--- src/hdl/watchdog_pkg.sv ---
// Package of constants shared by the watchdog design files.
package watchdog_pkg;

  localparam int unsigned CLK_HZ = 125000000;
  localparam int unsigned CNT_W = 30;
  localparam int unsigned MIN_EXP = 12;
  localparam int unsigned MAX_EXP = 29;
  localparam int unsigned NORMAL_BASE_EXP = 12;
  localparam int unsigned PM_BASE_EXP = 20;
  localparam int unsigned SEL_STEP = 3;
  localparam int unsigned RESET_DELAY_CYCLES = 512;
  localparam int unsigned DELAY_W = 10;
  localparam int unsigned SYSRST_PULSE_CYCLES = 16;
  localparam int unsigned PULSE_W = 5;

  // Register map: word-indexed offsets on the plain register port.
  localparam int unsigned ADDR_W = 4;
  localparam logic [3:0] REG_CTRL = 4'h0;
  localparam logic [3:0] REG_STATUS = 4'h1;
  localparam logic [3:0] REG_MASK = 4'h2;
  localparam logic [3:0] REG_RESTART = 4'h3;
  localparam logic [3:0] REG_COUNT = 4'h4;

  // Control register fields.
  localparam int unsigned CTRL_SEL_LSB = 0;
  localparam int unsigned CTRL_DIV_LSB = 2;
  localparam int unsigned CTRL_PM_BIT = 4;
  localparam int unsigned CTRL_IRQ_EN_BIT = 5;
  localparam int unsigned CTRL_RST_EN_BIT = 6;
  localparam logic [6:0] CTRL_RESET = 7'h00;

  // Status and mask layout.
  localparam int unsigned ST_TIMEOUT_BIT = 0;
  localparam int unsigned ST_RESET_BIT = 1;
  localparam logic [1:0] MASK_RESET = 2'h0;

  localparam logic [31:0] RESTART_KEY = 32'h0000a5a5;

endpackage

--- src/hdl/watchdog_delay_window.sv ---
// Reset delay window counter started by each interval expiry.
`default_nettype none

module watchdog_delay_window (
  input wire logic core_clk_in,
  input wire logic srst_in,
  input wire logic start_in,
  input wire logic cancel_in,
  output logic active_out,
  output logic done_out
);

  logic [watchdog_pkg::DELAY_W-1:0] remain;

  always_ff @(posedge core_clk_in) begin
    if (srst_in || cancel_in) begin
      remain <= '0;
      active_out <= 1'b0;
      done_out <= 1'b0;
    end else if (start_in && !active_out) begin
      remain <= watchdog_pkg::DELAY_W'(watchdog_pkg::RESET_DELAY_CYCLES - 1);
      active_out <= 1'b1;
      done_out <= 1'b0;
    end else if (active_out) begin
      if (remain == '0) begin
        active_out <= 1'b0;
        done_out <= 1'b1;
      end else begin
        remain <= remain - 1'b1;
        done_out <= 1'b0;
      end
    end else begin
      done_out <= 1'b0;
    end
  end

endmodule

`default_nettype wire

--- src/hdl/watchdog_timeout_reset.sv ---
// Watchdog interval counter with timeout interrupt and delayed system reset.
//
// Notes on behaviour
// - One interval counter on the system clock times out after 2^12 up to 2^29 cycles.
// - An expiry raises the interrupt request only while the watchdog interrupt enable is set.
// - Each expiry opens a reset delay window of exactly 512 cycles and reset comes only at its end.
// - Without a restart inside the window, and only while reset enable is set, a system reset is asserted as the window ends.
// - The exponent is 12 plus divide setting plus three times select, or 20 plus three times select in PM mode.
// - The same counter feeds both the timeout event and the reset path.
`default_nettype none

module watchdog_timeout_reset (
  input wire logic core_clk_in,
  input wire logic srst_in,
  input wire logic [3:0] addr_in,
  input wire logic [31:0] wdata_in,
  input wire logic wr_in,
  input wire logic rd_in,
  output logic [31:0] rdata_out,
  output logic irq_out,
  output logic sys_reset_out
);

  //////////////////////////////////////////////////////////////////////////////

  function automatic logic [4:0] interval_exp(input logic [1:0] sel, input logic [1:0] div, input logic pm);
    logic [4:0] e;
    e = '0;
    if (pm) begin
      e = 5'(watchdog_pkg::PM_BASE_EXP + watchdog_pkg::SEL_STEP * sel);
    end else begin
      e = 5'(watchdog_pkg::NORMAL_BASE_EXP + div + watchdog_pkg::SEL_STEP * sel);
    end
    return e;
  endfunction

  logic [1:0] interval_select;
  logic [1:0] sysclk_divide_setting;
  logic power_manage_flag;
  logic irq_enable;
  logic reset_enable;
  logic [1:0] status;
  logic [1:0] mask;
  logic [watchdog_pkg::CNT_W-1:0] count;
  logic [watchdog_pkg::CNT_W-1:0] terminal;
  logic [4:0] exp_now;
  logic restart;
  logic expire;
  logic window_active;
  logic window_done;
  logic [watchdog_pkg::PULSE_W-1:0] pulse_left;

  wire logic wr_ctrl = wr_in && (addr_in == watchdog_pkg::REG_CTRL);
  wire logic wr_status = wr_in && (addr_in == watchdog_pkg::REG_STATUS);
  wire logic wr_mask = wr_in && (addr_in == watchdog_pkg::REG_MASK);

  //////////////////////////////////////////////////////////////////////////////
  // Configuration. Changing the interval also restarts so a shorter setting cannot be skipped over.

  always_ff @(posedge core_clk_in) begin
    if (srst_in) begin
      interval_select <= watchdog_pkg::CTRL_RESET[watchdog_pkg::CTRL_SEL_LSB +: 2];
      sysclk_divide_setting <= watchdog_pkg::CTRL_RESET[watchdog_pkg::CTRL_DIV_LSB +: 2];
      power_manage_flag <= watchdog_pkg::CTRL_RESET[watchdog_pkg::CTRL_PM_BIT];
      irq_enable <= watchdog_pkg::CTRL_RESET[watchdog_pkg::CTRL_IRQ_EN_BIT];
      reset_enable <= watchdog_pkg::CTRL_RESET[watchdog_pkg::CTRL_RST_EN_BIT];
    end else if (wr_ctrl) begin
      interval_select <= wdata_in[watchdog_pkg::CTRL_SEL_LSB +: 2];
      sysclk_divide_setting <= wdata_in[watchdog_pkg::CTRL_DIV_LSB +: 2];
      power_manage_flag <= wdata_in[watchdog_pkg::CTRL_PM_BIT];
      irq_enable <= wdata_in[watchdog_pkg::CTRL_IRQ_EN_BIT];
      reset_enable <= wdata_in[watchdog_pkg::CTRL_RST_EN_BIT];
    end
  end

  always_ff @(posedge core_clk_in) begin
    if (srst_in) begin
      mask <= watchdog_pkg::MASK_RESET;
    end else if (wr_mask) begin
      mask <= wdata_in[1:0];
    end
  end

  assign restart = (wr_in && (addr_in == watchdog_pkg::REG_RESTART) && (wdata_in == watchdog_pkg::RESTART_KEY))
                   || wr_ctrl;

  //////////////////////////////////////////////////////////////////////////////
  // Interval counter.

  assign exp_now = interval_exp(interval_select, sysclk_divide_setting, power_manage_flag);
  assign terminal = watchdog_pkg::CNT_W'((64'h1 << exp_now) - 64'h1);
  assign expire = (count == terminal) && !restart;

  always_ff @(posedge core_clk_in) begin
    if (srst_in || restart) begin
      count <= '0;
    end else if (count == terminal) begin
      count <= '0;
    end else begin
      count <= count + 1'b1;
    end
  end

  watchdog_delay_window u_window (
    .core_clk_in(core_clk_in),
    .srst_in(srst_in),
    .start_in(expire),
    .cancel_in(restart),
    .active_out(window_active),
    .done_out(window_done)
  );

  //////////////////////////////////////////////////////////////////////////////
  // Sticky status; a new event beats a write-one clear in the same cycle.

  always_ff @(posedge core_clk_in) begin
    if (srst_in) begin
      status <= '0;
    end else begin
      status[watchdog_pkg::ST_TIMEOUT_BIT] <= (expire && irq_enable)
        || (status[watchdog_pkg::ST_TIMEOUT_BIT] && !(wr_status && wdata_in[watchdog_pkg::ST_TIMEOUT_BIT]));
      status[watchdog_pkg::ST_RESET_BIT] <= (window_done && reset_enable && !restart)
        || (status[watchdog_pkg::ST_RESET_BIT] && !(wr_status && wdata_in[watchdog_pkg::ST_RESET_BIT]));
    end
  end

  always_ff @(posedge core_clk_in) begin
    if (srst_in) begin
      irq_out <= 1'b0;
    end else begin
      irq_out <= |(status & mask);
    end
  end

  //////////////////////////////////////////////////////////////////////////////
  // System reset pulse; the outer reset network is expected to return srst_in.

  always_ff @(posedge core_clk_in) begin
    if (srst_in) begin
      pulse_left <= '0;
      sys_reset_out <= 1'b0;
    end else if (window_done && reset_enable && !restart) begin
      pulse_left <= watchdog_pkg::PULSE_W'(watchdog_pkg::SYSRST_PULSE_CYCLES - 1);
      sys_reset_out <= 1'b1;
    end else if (pulse_left != '0) begin
      pulse_left <= pulse_left - 1'b1;
    end else begin
      sys_reset_out <= 1'b0;
    end
  end

  //////////////////////////////////////////////////////////////////////////////
  // Read port; data stand one cycle after the strobe, unmapped reads give zero.

  always_ff @(posedge core_clk_in) begin
    if (srst_in) begin
      rdata_out <= '0;
    end else if (rd_in) begin
      case (addr_in)
        watchdog_pkg::REG_CTRL: rdata_out <= {25'h0, reset_enable, irq_enable, power_manage_flag,
                                              sysclk_divide_setting, interval_select};
        watchdog_pkg::REG_STATUS: rdata_out <= {29'h0, window_active, status};
        watchdog_pkg::REG_MASK: rdata_out <= {30'h0, mask};
        watchdog_pkg::REG_COUNT: rdata_out <= {2'h0, count};
        default: rdata_out <= '0;
      endcase
    end else begin
      rdata_out <= '0;
    end
  end

endmodule

`default_nettype wire
--- config.mk ---
export PLATFORM = sky130hd
export DESIGN_NAME = watchdog_timeout_reset
export DESIGN_NICKNAME = d
export VERILOG_FILES = /design/src/hdl/watchdog_pkg.sv /design/src/hdl/watchdog_delay_window.sv /design/src/hdl/watchdog_timeout_reset.sv
export SDC_FILE = /design/constraint.sdc
export NUM_CORES = 1
export LEC_CHECK = 0
export BUFFER_PORTS_ARGS = -buffer_cell sky130_fd_sc_hd__buf_2
export CORE_MARGIN = 2
export CORE_UTILIZATION = 45
export CTS_CLUSTER_SIZE = 10
export DETAILED_ROUTE_END_ITERATION = 8
export GPL_ROUTABILITY_DRIVEN = 0
export PLACE_DENSITY_LB_ADDON = 0.08
export SYNTH_ARGS = -nofsm -noshare
export SYNTH_HDL_FRONTEND = slang
export SYNTH_SLANG_ARGS = --single-unit
--- constraint.sdc ---
create_clock -name core_clk_in -period 4.1 [get_ports core_clk_in]
set_input_delay 0 -clock core_clk_in [delete_from_list [all_inputs] [get_ports core_clk_in]]
set_output_delay 0 -clock core_clk_in [all_outputs]
set_load 0.02 [all_outputs]
==> results by group <==
Run status
  – Outcome: completed

Final layout
  – Layout Nets: between 800 and 900
  – N_diodes: 0
  – Layout cell share with drive strength beyond 1: between 20 and 25%
  – Area grow syn2layout: 23.63%
  – Final cell count without fillers: approximately 900

Worst setup path
  – Worst Setup End Kind: flip-flop
  – Data arrival, critical path: 4190 ps
  – R2R depth: 15
  – Worst-path fanout max: 21
  – Critical path startpoint category: flip-flop
  – CP required: 4340 ps
  – Crit path kind: reg2reg

Clocking
  – Clk_lat worst skew: 350 ps
  – Longest Clk Path Bufs: 2
  – CTS root buffer: clkbuf_16
  – TritonCTS clock tree: done
  – Clk pin slew, worst setup/hold paths: 60 ps
  – Post-CTS Setup Bufs: 0
  – Sink Count: 90
  – Clock buffer count from CTS: 9
  – Htree depth: 3

Placement
  – HPWL after detailed placement: 11370 µm
  – Placed cells: 880
  – PortBufs: between 70 and 80

Timing
  – Clock skew: 13.41 ps
  – Fmax: 253.1 MHz
  – Crit share post-route: a little over nine tenths
  – Worst slew margin: 33.82%
  – Slew @ Worst Pin: 978.9 ps
  – Tmin final: approximately 4000 ps
  – Setup violators final: 0
  – Hold Fails Final Rpt: 0
  – Slew Limit Fails: 0
  – Hold slack: 28.62 ps

Synth
  – Post-synth EDFFs: 0
  – Ys flop type: dfxtp_1
  – Warnings from Yosys: 0
  – Synth unique cells: 76
  – Synth area leaders: dfxtp_1 (33%), xnor2_1 (6.0%), nand2_1 (4.4%)
  – Synthesized area per cell: between 8 and 9 µm²
  – Post-synthesis sequential area ratio: 33.36%
  – Synth async-reset ratio: 0%
  – Post-synth top area cell: dfxtp_1
  – Number of synthesized register bits: 90
  – Synth top area share: 33.36%
  – Synth Cell Area: 0.005401 mm²
  – Gate Count Post-Synth: about 660

Routing
  – Met2 wire len: 7551 µm
  – Met1 WL: 6687 µm
  – Initial DRT Pass Iterations: 5
  – Drt drc: 0
  – Initial DRC Count: 319
  – Via count: 5322
  – Met3 WL: 813 µm
  – WL/cell: 17.17 µm
  – Antenna violation net count after detailed routing: 0
  – Final WL: 15510 µm
  – DR vias/cell: 5.894
  – DR top layer: met4

Die
  – Num ports: 74
  – DIE HEIGHT: 113.6 µm
  – Die width: 113.6 µm
  – Initial core utilization: 45.54%
  – Core area: about 0.012 mm²
  – Die area: 0.01290 mm²
  – Site Rows: 40

Pwr
  – P_leak: 2.856 nW
  – Peak supply drop: ~0.21 mV
  – Pwr Total: 2.090 mW
  – Power density over cell area: about 310 mW/mm²

GRT
  – GRT Util Overall: 24.27%
  – Global-route wire length before repair: 25070 µm
  – Initial antenna violation count: 0
  – Total grt overflow: 0
  – Vias in the first global route: ~5000
  – Largest net degree at the start of global routing: 43

Worst hold path
  – HP Class: in2reg
  – Hold path cells: 3

Run
  – # Max-Cap Violations: 0
sequential cells by signal (all words and copies together), names as in the netlist:
| name | count |
|---|---|
| reset_enable | 1 |
| status | 2 |
| mask | 2 |
| sysclk_divide_setting | 2 |
| u_window.remain | 10 |
| power_manage_flag | 1 |
| irq_out | 1 |
| u_window.active_out | 1 |
| irq_enable | 1 |
| interval_select | 2 |
| u_window.done_out | 1 |
| sys_reset_out | 1 |
| count | 30 |
| rdata_out | 30 |
| pulse_left | 5 |
cell type report:
cell class,count,area (µm²)
inverter,10,37.54
fill,1105,5184
timing repair buffer,122,775.7
clock buffer,10,229.0
clock inverter,6,101.3
tap,147,183.9
multi-input combinational,518,3548
sequential,90,1802
per-layer routing:
metal / GRT usage (%) / up-vias
li1: - / 2571
met4: 11.87 / 0
met1: 29.94 / 2509
met5: 0 / -
met2: 41.04 / 200
met3: 4.251 / 42
worst max-delay path, stage by stage (launching register included):
cell and delay [ps]:
dfxtp_1 330, inv_1 90, ha_4 300, inv_1 60, ha_1 290, a2111o_1 450
mux2i_4 260, buf_4 240, nor4_1 70, o31ai_1 240, o311ai_0 200, or4_4 490
nor4_4 250, nand4_1 190, buf_6 210, and3_1 170
cells in the mapped netlist, drive strengths merged, types with 9 or more instances:
cell type and instances:
and2 26, nand2 65, nor3 27, a22oi 13
xnor2 37, a21oi 23, o21ai 16, nand4 14
xor2 21, buf 15, mux2i 9, dfxtp 90
and3 33, nor2b 13, clkbuf 26, ha 10
inv 10, nand3 28, nor2 42, nor4 18
path summary, 6_finish.rpt:
kind / start / to / slack, ps
hold reg to reg: sys_reset_out / sys_reset_out / 480
setup / recovery: interval_select[0] / count[15] / 150
setup reg to reg: interval_select[0] / count[15] / 150
hold / removal: wr_in / sysclk_divide_setting[0] / 30
through the flow:
step                area (µm²)  setup WS [ps]  util, %  setup TNS (ps)
floorplan                 5411          25.00        -               0
global placement          6116          51.52    51.56               0
detailed placement        6116         -98.07    51.56           -2189
CTS                       6534         -7.806    55.08          -26.51
global route              6678         -62.36    56.30           -1151
finish                    6678          148.5    56.30               0
repair_timing:
action	in CTS	in global routing
setup endpoints to repair	40	41
hold buffers	7	0
hold endpoints to repair	9	0
pin swaps	0	4
resized for setup	3	26
layout by cell type (no fill, tap or decap), types with 7 or more instances in the layout:
master and count:
ha_1 9, xnor2_1 37, nor3_1 24, a21oi_1 22
and3_1 33, dfxtp_1 90, nand2b_1 8, nand3_1 28
buf_4 41, o21ai_0 11, dlygate4sd3_1 7, nor2b_1 12
inv_1 10, nor4_1 13, clkbuf_16 9, and2_1 26
xor2_1 20, a22oi_1 11, nand2_1 63, mux2i_1 8
nor2_1 41, buf_2 71, nand4_1 14
power breakdown:
part | leakage, nW | switching (mW) | internal, mW | total (mW)
registers | 0.726 | 0.0195 | 0.897 | 0.917
clock network | 0.156 | 0.366 | 0.543 | 0.909
logic | 1.97 | 0.145 | 0.119 | 0.265
total | 2.86 | 0.531 | 1.56 | 2.09
cells by family after synthesis:
logic type	after synthesis	synth area share [%]
AO/OA/AOI/OAI	114	15.08
XOR/XNOR	59	9.961
flip-flops	90	33.36
AND/OR/NAND/NOR	318	32.41
other	2	0.1390
buffers and inverters	51	4.100
adder cells (fa/ha/maj)	12	2.872
multiplexers	11	2.085
Power figures use the tool's default switching activity.
